$ cat config.mk
export PLATFORM = sky130hd
export DESIGN_NAME = arinc_serial_rx_tx_core
export DESIGN_NICKNAME = d
export VERILOG_FILES = /design/src/arinc_pkg.sv /design/src/arinc_serial_rx_tx_core.sv
export SDC_FILE = /design/constraint.sdc
export NUM_CORES = 1
export LEC_CHECK = 0
export BUFFER_PORTS_ARGS = -buffer_cell sky130_fd_sc_hd__buf_4
export CORE_ASPECT_RATIO = 1.4
export CORE_MARGIN = 2
export CORE_UTILIZATION = 55
export CTS_CLUSTER_SIZE = 20
export DETAILED_ROUTE_END_ITERATION = 16
export GPL_TIMING_DRIVEN = 0
export HOLD_SLACK_MARGIN = 0.02
export PLACE_DENSITY_LB_ADDON = 0.3
export SLEW_MARGIN = 20
export SYNTH_ARGS = -nofsm -noshare
export SYNTH_HDL_FRONTEND = slang
export SYNTH_SLANG_ARGS = --single-unit
$ cat constraint.sdc
create_clock -name aclk -period 9.05 [get_ports aclk]
set_clock_uncertainty 0.15 [all_clocks]
set_input_delay 1.3575 -clock aclk [delete_from_list [all_inputs] [get_ports aclk]]
set_output_delay 1.3575 -clock aclk [all_outputs]
set_load 0.05 [all_outputs]
$ cat src/arinc_pkg.sv
/*
 Shared constants, register map, control word layout and types for the
 serial bus receiver/transmitter core.
 Assumes a 25 MHz system clock and an AXI4-Lite master with 32-bit data.
*/
package arinc_pkg;
  // Timing
  localparam int CLK_HZ = 25_000_000;
  localparam int SAMPLE_HZ = 1_000_000;
  localparam int BIT_HZ = 100_000;
  localparam int SLOW_FACTOR = 8;
  localparam int SAMPLE_DIV = CLK_HZ / SAMPLE_HZ;
  localparam int HALF_DIV = CLK_HZ / (2 * BIT_HZ);
  localparam logic [7:0] SAMPLE_LIM_FAST = 8'(SAMPLE_DIV - 1);
  localparam logic [7:0] SAMPLE_LIM_SLOW = 8'(SAMPLE_DIV * SLOW_FACTOR - 1);
  localparam logic [9:0] HALF_LIM_FAST = 10'(HALF_DIV - 1);
  localparam logic [9:0] HALF_LIM_SLOW = 10'(HALF_DIV * SLOW_FACTOR - 1);
  localparam logic [4:0] BREAK_SAMPLES = 5'h0f;
  localparam logic [3:0] GAP_HALVES = 4'h8;
  // Word lengths
  localparam logic [5:0] LEN_LONG = 6'h20;
  localparam logic [5:0] LEN_SHORT = 6'h19;
  localparam logic [5:0] TX_DATA_LONG = 6'h1f;
  localparam logic [5:0] TX_DATA_SHORT = 6'h18;
  // Register byte addresses
  localparam logic [5:0] ADDR_CONTROL = 6'h00;
  localparam logic [5:0] ADDR_TX_CTRL = 6'h04;
  localparam logic [5:0] ADDR_TX_FIRST = 6'h08;
  localparam logic [5:0] ADDR_TX_SECOND = 6'h0c;
  localparam logic [5:0] ADDR_RX1_FIRST = 6'h10;
  localparam logic [5:0] ADDR_RX1_SECOND = 6'h14;
  localparam logic [5:0] ADDR_RX2_FIRST = 6'h18;
  localparam logic [5:0] ADDR_RX2_SECOND = 6'h1c;
  localparam logic [5:0] ADDR_STATUS = 6'h20;
  // Field positions
  localparam int TX_GO_BIT = 0;
  localparam int CLEAR_BIT = 1;
  localparam logic [15:0] CTRL_RESET = 16'h0020;
  localparam logic [1:0] RESP_OKAY = 2'h0;
  localparam logic [1:0] RESP_SLVERR = 2'h2;

  typedef struct packed {
    logic word_length_choice;
    logic rx_rate_choice;
    logic tx_rate_choice;
    logic parity_polarity;
    logic rx2_match_bit10;
    logic rx2_match_bit9;
    logic rx2_filter_enable;
    logic rx1_match_bit10;
    logic rx1_match_bit9;
    logic rx1_filter_enable;
    logic loopback_test_n;
    logic [4:0] spare;
  } ctrl_type;

  typedef struct packed {
    logic hi;
    logic lo;
  } line_type;

  typedef enum logic [1:0] {
    TX_IDLE = 2'b00,
    TX_DATA = 2'b01,
    TX_GAP = 2'b10
  } tx_state_type;
endpackage

$ cat src/arinc_serial_rx_tx_core.sv
/*
 Dual receiver and FIFO transmitter for a return-to-zero avionics serial bus,
 with an AXI4-Lite register slave.
 Assumes line inputs are logic-level copies of the differential receivers,
 asynchronous to aclk, and a single 25 MHz clock for all sections.
*/
// Notes on behaviour
// 32-bit first half bit shuffle
// 32-bit second half sign, MSB, data
// 25-bit halves layout
// no address match in 25-bit mode
// parity status: 0 odd, 1 even
// broken word discarded silently
// sample at ten times bit rate
// 25/32 bit word, completion pulse
// filter on bits 9 and 10
// latching sets word ready flag
// overwrite unread; halves readable repeatedly
// half select then read strobe
// second half read clears ready
// eight word 31-bit fall-through FIFO
// first then second half, second pushes
// full FIFO: input register overwritten
// hold until go; load only idle
// send 24 or 31 data bits
// four bit null gap between words
// advance per word, ready when empty
// go toggle mid-word stops transmission
// append parity, polarity selectable
// control word latched by strobe
// master clear spares control word
// rate divide by ten or eighty
// loopback: rx1 true, rx2 inverted
// transmitter ready after clear
`timescale 1ns/1ps
module arinc_serial_rx_tx_core import arinc_pkg::*; #(
  parameter int FIFO_DEPTH = 8
) (
  // Clock and reset
  input wire logic aclk,
  input wire logic aresetn,
  // AXI4-Lite write
  input wire logic awvalid,
  output logic awready,
  input wire logic [5:0] awaddr,
  input wire logic wvalid,
  output logic wready,
  input wire logic [31:0] wdata,
  input wire logic [3:0] wstrb,
  output logic bvalid,
  input wire logic bready,
  output logic [1:0] bresp,
  // AXI4-Lite read
  input wire logic arvalid,
  output logic arready,
  input wire logic [5:0] araddr,
  output logic rvalid,
  input wire logic rready,
  output logic [31:0] rdata,
  output logic [1:0] rresp,
  // Serial line
  input wire line_type rx1_line,
  input wire line_type rx2_line,
  output line_type tx_line
);
  localparam int PW = $clog2(FIFO_DEPTH);
  localparam int CW = PW + 1;

  if (FIFO_DEPTH < 2 || FIFO_DEPTH > 64 || (FIFO_DEPTH & (FIFO_DEPTH - 1)) != 0) begin : depth_check
    $error("FIFO_DEPTH must be a power of two from 2 to 64");
  end

  function automatic logic [7:0] rev8(input logic [7:0] v);
    for (int k = 0; k < 8; k++) begin
      rev8[k] = v[7 - k];
    end
  endfunction

  function automatic logic [15:0] merge16(input logic [15:0] old, input logic [31:0] d, input logic [3:0] s);
    merge16 = {s[1] ? d[15:8] : old[15:8], s[0] ? d[7:0] : old[7:0]};
  endfunction

  // first half shuffle
  // second half layout
  // short word halves
  function automatic logic [15:0] rx_half(input logic [31:0] w, input logic par, input logic second,
                                          input logic short);
    if (short) begin
      rx_half = second ? {w[23], w[22:9], w[8]} : {7'h00, par, rev8(w[7:0])};
    end else begin
      rx_half = second ? {w[28:27], w[26:13]} : {w[12:8], w[30:29], par, rev8(w[7:0])};
    end
  endfunction

  // assemble loaded halves
  function automatic logic [30:0] tx_word(input logic [15:0] a, input logic [15:0] b, input logic short);
    tx_word = '0;
    tx_word[7:0] = rev8(a[7:0]);
    if (short) begin
      tx_word[23:8] = {b[15], b[14:1], b[0]};
    end else begin
      tx_word[12:8] = a[15:11];
      tx_word[30:29] = a[10:9];
      tx_word[28:13] = b;
    end
  endfunction

  ctrl_type ctrl;
  logic short;
  logic tx_go;
  logic clear;
  logic rst_all;
  logic [15:0] first_half;
  logic [15:0] second_half;
  // AXI state
  logic aw_held;
  logic w_held;
  logic [5:0] waddr;
  logic [31:0] wdata_r;
  logic [3:0] wstrb_r;
  logic wr_go;
  logic rd_take;
  logic rd_ok;
  logic [15:0] rd_val;
  // Receivers
  line_type sync1 [2];
  line_type sync2 [2];
  line_type src [2];
  logic [1:0] active;
  logic [1:0] was_null;
  logic [1:0] bit_edge;
  logic [1:0] complete;
  logic [1:0] accept;
  logic [1:0] read_second;
  logic [1:0] rx_ready;
  logic [1:0] par_st;
  logic [1:0] flt_en;
  logic [1:0] flt_x;
  logic [1:0] flt_y;
  logic [31:0] sr [2];
  logic [31:0] next_sr [2];
  logic [31:0] word [2];
  logic [31:0] hold [2];
  logic [5:0] bit_cnt [2];
  logic [4:0] quiet [2];
  logic [7:0] sample_cnt;
  logic sample_tick;
  logic [5:0] rx_len;
  // Transmitter
  logic [30:0] mem [FIFO_DEPTH];
  logic [PW-1:0] wr_ptr;
  logic [PW-1:0] rd_ptr;
  logic [CW-1:0] count;
  logic push;
  logic pop;
  logic full;
  tx_state_type state;
  logic [9:0] half_cnt;
  logic half_tick;
  logic phase;
  logic [5:0] bit_idx;
  logic [5:0] tx_bits;
  logic [30:0] out_word;
  logic par_bit;
  logic [3:0] gap_cnt;
  line_type next_line;

  assign short = ctrl.word_length_choice;
  assign rst_all = !aresetn || clear;
  assign flt_en = {ctrl.rx2_filter_enable, ctrl.rx1_filter_enable};
  assign flt_x = {ctrl.rx2_match_bit9, ctrl.rx1_match_bit9};
  assign flt_y = {ctrl.rx2_match_bit10, ctrl.rx1_match_bit10};

  // Write channel: address and data taken in either order
  assign awready = !aw_held && !bvalid;
  assign wready = !w_held && !bvalid;
  assign wr_go = aw_held && w_held && !bvalid;
  always_ff @(posedge aclk) begin
    if (!aresetn) begin
      aw_held <= 1'b0;
      w_held <= 1'b0;
      waddr <= '0;
      wdata_r <= '0;
      wstrb_r <= '0;
      bvalid <= 1'b0;
      bresp <= RESP_OKAY;
    end else begin
      if (awvalid && awready) begin
        aw_held <= 1'b1;
        waddr <= awaddr;
      end
      if (wvalid && wready) begin
        w_held <= 1'b1;
        wdata_r <= wdata;
        wstrb_r <= wstrb;
      end
      if (wr_go) begin
        aw_held <= 1'b0;
        w_held <= 1'b0;
        bvalid <= 1'b1;
        bresp <= (waddr == ADDR_CONTROL || waddr == ADDR_TX_CTRL || waddr == ADDR_TX_FIRST ||
                  waddr == ADDR_TX_SECOND) ? RESP_OKAY : RESP_SLVERR;
      end else if (bvalid && bready) begin
        bvalid <= 1'b0;
      end
    end
  end

  // master clear pulse
  assign clear = wr_go && waddr == ADDR_TX_CTRL && wstrb_r[0] && wdata_r[CLEAR_BIT];

  // control word latch
  always_ff @(posedge aclk) begin
    if (!aresetn) begin
      ctrl <= ctrl_type'(CTRL_RESET);
    end else if (wr_go && waddr == ADDR_CONTROL) begin
      ctrl <= ctrl_type'(merge16(ctrl, wdata_r, wstrb_r));
    end
  end

  always_ff @(posedge aclk) begin
    if (!aresetn) begin
      tx_go <= 1'b0;
      first_half <= '0;
      second_half <= '0;
    end else if (wr_go) begin
      if (waddr == ADDR_TX_CTRL && wstrb_r[0]) begin
        tx_go <= wdata_r[TX_GO_BIT];
      end
      // repeated first loads overwrite
      if (waddr == ADDR_TX_FIRST) begin
        first_half <= merge16(first_half, wdata_r, wstrb_r);
      end
      // input register overwritten when full
      if (waddr == ADDR_TX_SECOND) begin
        second_half <= merge16(second_half, wdata_r, wstrb_r);
      end
    end
  end

  // Read channel
  assign arready = !rvalid;
  assign rd_take = arvalid && arready;
  // half chosen by address
  assign read_second[0] = rd_take && araddr == ADDR_RX1_SECOND;
  assign read_second[1] = rd_take && araddr == ADDR_RX2_SECOND;
  always_comb begin
    rd_ok = 1'b1;
    rd_val = '0;
    case (araddr)
      ADDR_CONTROL: rd_val = ctrl;
      ADDR_TX_CTRL: rd_val = {15'h0000, tx_go};
      ADDR_RX1_FIRST: rd_val = rx_half(hold[0], par_st[0], 1'b0, short);
      ADDR_RX1_SECOND: rd_val = rx_half(hold[0], par_st[0], 1'b1, short);
      ADDR_RX2_FIRST: rd_val = rx_half(hold[1], par_st[1], 1'b0, short);
      ADDR_RX2_SECOND: rd_val = rx_half(hold[1], par_st[1], 1'b1, short);
      // transmitter ready when empty
      ADDR_STATUS: rd_val = {8'(count), 4'h0, full, count == '0, rx_ready};
      default: rd_ok = 1'b0;
    endcase
  end
  always_ff @(posedge aclk) begin
    if (!aresetn) begin
      rvalid <= 1'b0;
      rdata <= '0;
      rresp <= RESP_OKAY;
    end else if (rd_take) begin
      rvalid <= 1'b1;
      rdata <= {16'h0000, rd_val};
      rresp <= rd_ok ? RESP_OKAY : RESP_SLVERR;
    end else if (rvalid && rready) begin
      rvalid <= 1'b0;
    end
  end

  // Line input synchronisers
  always_ff @(posedge aclk) begin
    if (!aresetn) begin
      sync1[0] <= '0;
      sync1[1] <= '0;
      sync2[0] <= '0;
      sync2[1] <= '0;
    end else begin
      sync1[0] <= rx1_line;
      sync1[1] <= rx2_line;
      sync2[0] <= sync1[0];
      sync2[1] <= sync1[1];
    end
  end

  // sample tick at ten per bit
  // receive rate choice
  assign sample_tick = sample_cnt == (ctrl.rx_rate_choice ? SAMPLE_LIM_SLOW : SAMPLE_LIM_FAST);
  always_ff @(posedge aclk) begin
    if (rst_all || sample_tick) begin
      sample_cnt <= '0;
    end else begin
      sample_cnt <= sample_cnt + 8'h01;
    end
  end

  assign rx_len = short ? LEN_SHORT : LEN_LONG;
  always_comb begin
    for (int i = 0; i < 2; i++) begin
      src[i] = sync2[i];
      // loopback from transmitter
      if (!ctrl.loopback_test_n) begin
        src[i] = (i == 0) ? tx_line : line_type'({tx_line.lo, tx_line.hi});
      end
      active[i] = src[i].hi ^ src[i].lo;
      bit_edge[i] = sample_tick && active[i] && was_null[i];
      next_sr[i] = {src[i].hi, sr[i][31:1]};
      // word complete pulse
      complete[i] = bit_edge[i] && bit_cnt[i] == rx_len - 6'h01;
      word[i] = short ? {7'h00, next_sr[i][31:7]} : next_sr[i];
      // address match filter
      // no match in short mode
      accept[i] = complete[i] && (short || !flt_en[i] || word[i][9:8] == {flt_y[i], flt_x[i]});
    end
  end

  always_ff @(posedge aclk) begin
    for (int i = 0; i < 2; i++) begin
      if (rst_all) begin
        sr[i] <= '0;
        bit_cnt[i] <= '0;
        quiet[i] <= '0;
        was_null[i] <= 1'b1;
      end else if (sample_tick) begin
        was_null[i] <= !active[i];
        if (bit_edge[i]) begin
          sr[i] <= next_sr[i];
          bit_cnt[i] <= complete[i] ? 6'h00 : bit_cnt[i] + 6'h01;
          quiet[i] <= '0;
        end else if (quiet[i] == BREAK_SAMPLES) begin
          // broken word dropped
          bit_cnt[i] <= '0;
        end else begin
          quiet[i] <= quiet[i] + 5'h01;
        end
      end
    end
  end

  always_ff @(posedge aclk) begin
    for (int i = 0; i < 2; i++) begin
      if (rst_all) begin
        hold[i] <= '0;
        par_st[i] <= 1'b0;
        rx_ready[i] <= 1'b0;
      end else if (accept[i]) begin
        // unread word overwritten
        // latch sets ready
        // parity status stored
        hold[i] <= word[i];
        par_st[i] <= ~^word[i];
        rx_ready[i] <= 1'b1;
      end else if (read_second[i]) begin
        // second read clears ready
        rx_ready[i] <= 1'b0;
      end
    end
  end

  // loads refused while go is set
  assign full = count == CW'(FIFO_DEPTH);
  assign push = wr_go && waddr == ADDR_TX_SECOND && !tx_go && !full;
  assign pop = state == TX_IDLE && tx_go && count != '0;

  // fall-through word store
  always_ff @(posedge aclk) begin
    if (push) begin
      mem[wr_ptr] <= tx_word(first_half, merge16(second_half, wdata_r, wstrb_r), short);
    end
  end
  // advance one word per send
  always_ff @(posedge aclk) begin
    if (rst_all) begin
      wr_ptr <= '0;
      rd_ptr <= '0;
      count <= '0;
    end else begin
      if (push) begin
        wr_ptr <= wr_ptr + PW'(1);
      end
      if (pop) begin
        rd_ptr <= rd_ptr + PW'(1);
      end
      count <= count + CW'(push) - CW'(pop);
    end
  end

  // data bit count
  // transmit rate choice
  assign tx_bits = short ? TX_DATA_SHORT : TX_DATA_LONG;
  assign half_tick = state != TX_IDLE && half_cnt == (ctrl.tx_rate_choice ? HALF_LIM_SLOW : HALF_LIM_FAST);
  always_ff @(posedge aclk) begin
    if (rst_all || state == TX_IDLE || half_tick) begin
      half_cnt <= '0;
    end else begin
      half_cnt <= half_cnt + 10'h001;
    end
  end

  always_ff @(posedge aclk) begin
    if (rst_all) begin
      state <= TX_IDLE;
      out_word <= '0;
      par_bit <= 1'b0;
      phase <= 1'b0;
      bit_idx <= '0;
      gap_cnt <= '0;
    end else begin
      case (state)
        TX_IDLE: begin
          if (pop) begin
            out_word <= mem[rd_ptr];
            // odd or even parity
            par_bit <= ~^(short ? {7'h00, mem[rd_ptr][23:0]} : mem[rd_ptr]) ^ ctrl.parity_polarity;
            phase <= 1'b0;
            bit_idx <= '0;
            state <= TX_DATA;
          end
        end
        TX_DATA: begin
          if (!tx_go) begin
            // stop mid-word
            state <= TX_IDLE;
          end else if (half_tick) begin
            phase <= !phase;
            if (phase) begin
              if (bit_idx == tx_bits) begin
                gap_cnt <= '0;
                state <= TX_GAP;
              end else begin
                bit_idx <= bit_idx + 6'h01;
                out_word <= {1'b0, out_word[30:1]};
              end
            end
          end
        end
        TX_GAP: begin
          // four bit null gap
          if (half_tick) begin
            gap_cnt <= gap_cnt + 4'h1;
            if (gap_cnt == GAP_HALVES - 4'h1) begin
              state <= TX_IDLE;
            end
          end
        end
        default: state <= TX_IDLE;
      endcase
    end
  end

  always_comb begin
    next_line = '0;
    if (state == TX_DATA && tx_go && !phase) begin
      next_line.hi = (bit_idx == tx_bits) ? par_bit : out_word[0];
      next_line.lo = !next_line.hi;
    end
  end
  always_ff @(posedge aclk) begin
    if (rst_all) begin
      tx_line <= '0;
    end else begin
      tx_line <= next_line;
    end
  end
endmodule

==> run_results.csv <==
group,metric,value,unit
floorplan,die_w,186,µm
floorplan,boundaryPins,102,
clock_tree,clockBufferDepth,3,
route,drt_iter0_markers,1386,
worst_hold_path,min_path_type,"reg2reg",
global_routing,antenna_found_initial,0,
worst_setup_path,r2r-end,"mem[0][2]$_DFFE_PP_",
synthesis,synth_compound_area_share,6.01,%
power_and_ir_drop,leakage,0.0102,µW
worst_hold_path,hp-start,"sync1[0][0]$_SDFF_PN0_",
power_and_ir_drop,intPower,4210,µW
clock_tree,cts_sinks,580,
placed_design,place_hpwl,47400,µm
global_routing,grt_pass1_wl,97300,µm
worst_setup_path,path_cells,"or4_1 > nor3_1 > and3_1 > clkbuf_1 > nand2_1 > nor4_2 > buf_2 > buf_2 > buf_2 > buf_2",
timing,clock.fmax,0.240,GHz
timing,fin_crit,4.16,ns
global_routing,grt_start_max_net_pins,33,
synthesis,yosys.area_share.adder,0.965,%
power_and_ir_drop,p_sw_share,22.4,%
route,viasPerCell,5.85,
placed_design,portBuffers,65,
clock_tree,cts_setup_buffers,0,
worst_setup_path,crit_family,"simple AND/OR/NAND/NOR gates",
worst_hold_path,whs_path_depth,1,
status,outcome,"finished clean",
synthesis,muxShareOfSynthArea,12.5,%
worst_setup_path,critPathMaxFanout,8,
clock_tree,worstSkewPairLatency,0.60,ns
final_layout,nets,2204,
route,wirelength,64800,µm
power_and_ir_drop,seqPwrFrac,53.3,%
worst_setup_path,crit_arrival,4.30,ns
synthesis,synth_top_family_by_area,"multiplexers",
timing,hold_viol,0,
synthesis,synth-edff-count,394,
route,via_count,16300,
route,ant_nets,0,
timing,slew_headroom,22.2,%
worst_setup_path,reg2reg_slack,4.89,ns
synthesis,ys_types,61,
floorplan,core-area,0.0458,mm²
power_and_ir_drop,p_switching,1220,µW
worst_setup_path,end_kind,"flip-flop",
synthesis,async_reset_ff_share,0,%
clock_tree,cts_made_buffers,52,
final_layout,design_area,0.0289,mm²
power_and_ir_drop,combPwrFrac,5.1,%
power_and_ir_drop,p_per_area,188,mW/mm²
worst_setup_path,r2r_cells,10,
clock_tree,clock-root-buffer,"clkbuf_16",
final_layout,seq_area,0.0156,mm²
timing,setup_ws,4.89,ns
synthesis,ys_seq_area_share,61.2,%
floorplan,rows,93,
clock_tree,htree_levels,2,
placed_design,dp_slack,4.91,ns
global_routing,grt_pass1_vias,16300,
power_and_ir_drop,peakVddDrop,0.159,mV
floorplan,die_area,0.0480,mm²
synthesis,postSynthAreaPerCell,13.0,µm²
timing,tns,0,ns
worst_setup_path,slowest_stage,"nor4_2",
clock_tree,cts_resized,0,
clock_tree,cts_tree,"built",
final_layout,fillers,3566,
timing,rsz0062_at_grt,"no",
final_layout,area_delta_synth_final,13.6,%
global_routing,grt-ovfl-total,0,
synthesis,synth_xor_area_share,4.95,%
placed_design,gp_congestion,1.01,
global_routing,grt_usage,27.3,%
route,dr.pass1.iters,5,
final_layout,diodes,0,
worst_setup_path,critPathRequiredTime,9.19,ns
power_and_ir_drop,p_total,5430,µW
worst_setup_path,start_kind,"flip-flop",
synthesis,yosysWarnings,0,
synthesis,synthCells,1960,
floorplan,die_y,258,µm
clock_tree,clkTransAtPathRegs,0.06,ns
worst_setup_path,path_class,"reg2reg",
synthesis,ys.flop_type,"edfxtp_1",
route,drc,0,
synthesis,synth-simple-area-share,11.4,%
timing,drv_slew,0,
placed_design,place_area,0.0271,mm²
worst_hold_path,hold_end,"sync2[0][0]$_SDFF_PN0_",
clock_tree,postCtsHoldBufs,0,
worst_setup_path,path_buf_inv,5,
final_layout,drive_gt1_share,14.2,%
timing,worstMarginPinSlew,1.17,ns
floorplan,floorplan.initialDensity,55.4,%
final_layout,multi_input_area,0.00924,mm²
power_and_ir_drop,clockPowerShare,41.7,%
timing,setup_viol,0,
route,wl_per_cell,23.2,µm
timing,finalCritPeriodShare,46.0,%
worst_setup_path,critPathMaxStageDelay,0.64,ns
worst_setup_path,worstReg2RegStart,"waddr[4]$_SDFFE_PN0P_",
synthesis,syn-cell-area,0.0254,mm²
run,max_cap_violations,0,
synthesis,yosys_register_bits,580,
worst_setup_path,path_common_cell,"buf_2",
-- kinds of logic (layout without fill, tap and decap cells) --
group,count (synthesis),after routing
XOR/XNOR,139,139
other,1,18
AO/OA/AOI/OAI,223,223
AND/OR/NAND/NOR,597,597
flip-flops,580,580
multiplexers,242,242
adder cells (fa/ha/maj),19,19
buffers and inverters,159,352
-- metal layers --
layer | vias up | wire length, µm | GRT usage, %
met5 | - | 0 | 0
met3 | 180 | 3170 | 2.97
met4 | 0 | 4260 | 15.9
li1 | 7497 | - | -
met1 | 8082 | 23700 | 31.4
met2 | 551 | 33700 | 49.1
-- metrics by stage --
step / std cells / util [%] / hold slack (ns)
finish: 2787 / 62.9 / 0.287
global placement: 2659 / 58.3 / 0.273
CTS: 2787 / 62.9 / 0.289
floorplan: 1977 / - / 0.262
global route: 2787 / 62.9 / 0.307
detailed placement: 2689 / 59.1 / 0.269
-- synth_stat cells, types with 8 or more instances --
cell type / n / area, µm²
nand2b_1: 8 / 50.1
buf_2: 14 / 70.1
nand2_1: 111 / 417
o211a_1: 11 / 110
and3_1: 74 / 463
mux2i_1: 179 / 1790
a221oi_1: 8 / 70.1
nor2_1: 188 / 706
o22ai_1: 9 / 56.3
o211ai_1: 11 / 82.6
buf_1: 13 / 48.8
a2111oi_0: 25 / 219
xor2_1: 37 / 324
and2_1: 32 / 200
o21ai_0: 45 / 225
nor3_1: 53 / 265
a21oi_1: 47 / 235
nor4_1: 8 / 50.1
xnor2_1: 99 / 867
nor2b_1: 70 / 438
clkbuf_1: 80 / 300
ha_1: 18 / 225
mux4_2: 59 / 1330
a211oi_1: 8 / 60.1
nand3_1: 30 / 150
a21boi_0: 19 / 143
inv_1: 24 / 90.1
a22oi_1: 13 / 97.6
dfxtp_1: 186 / 3720
edfxtp_1: 394 / 11800
buf_4: 22 / 165
-- flip-flops by register name, summed over array words and instances (netlist names), 4 cells and up, named ones only --
name / count
rdata: 16
gap_cnt: 4
mem: 248
sync2: 4
waddr: 6
sample_cnt: 8
wdata_r: 16
ctrl: 15
second_half: 16
bit_idx: 6
bit_cnt: 12
hold: 62
count: 4
sync1: 4
first_half: 15
out_word: 31
half_cnt: 10
quiet: 10
sr: 62
-- cell type report --
cell class	instances	share of cell area (%)
plain buffers	134	2.22
clock buffers	65	5.00
clock inverters	33	1.08
inverters	25	0.325
multi-input cells	1238	32.0
flip-flops and latches	580	53.9
well taps	617	2.68
repair buffers	95	2.78
-- power by group through the flow --
stage,clock network (µW),logic (µW),registers [µW]
final,2260,275,2890
after floorplan,0,174,2950
after global routing,2370,293,2890
after global placement,0,267,2950
after detailed placement,0,272,2950
after CTS,2280,274,2890
-- layout by cell type (no fill, tap or decap), drive strengths merged, types with 23 or more instances in the layout --
master     n
buf      149
clkinv    23
and2      33
a21oi     47
xnor2     99
a2111oi   25
nor3      53
nor2     189
mux2i    180
edfxtp   394
inv       28
nand2    112
and3      74
xor2      37
mux4      59
o21ai     49
clkbuf   145
nand3     30
nor2b     70
dfxtp    186
-- how the worst max path moves through the flow --
| stage | from | end | slack [ns] | cells past startpoint |
|---|---|---|---|---|
| 6_report | waddr[4]$_SDFFE_PN0P_ | mem[0][2]$_DFFE_PP_ | 4.89 | 10 |
| 5_1_grt | waddr[4]$_SDFFE_PN0P_ | mem[0][2]$_DFFE_PP_ | 4.73 | 10 |
| 2_1_floorplan | waddr[4]$_SDFFE_PN0P_ | mem[0][0]$_DFFE_PP_ | 3.91 | 6 |
| 3_5_place_dp | aresetn | par_st[1]$_SDFFE_PP0P_ | 4.91 | 5 |
| 3_3_place_gp | waddr[4]$_SDFFE_PN0P_ | mem[0][6]$_DFFE_PP_ | 0.33 | 6 |
| 4_1_cts | waddr[4]$_SDFFE_PN0P_ | mem[0][2]$_DFFE_PP_ | 4.89 | 10 |
No activity file was read; power rests on OpenSTA's default activity.
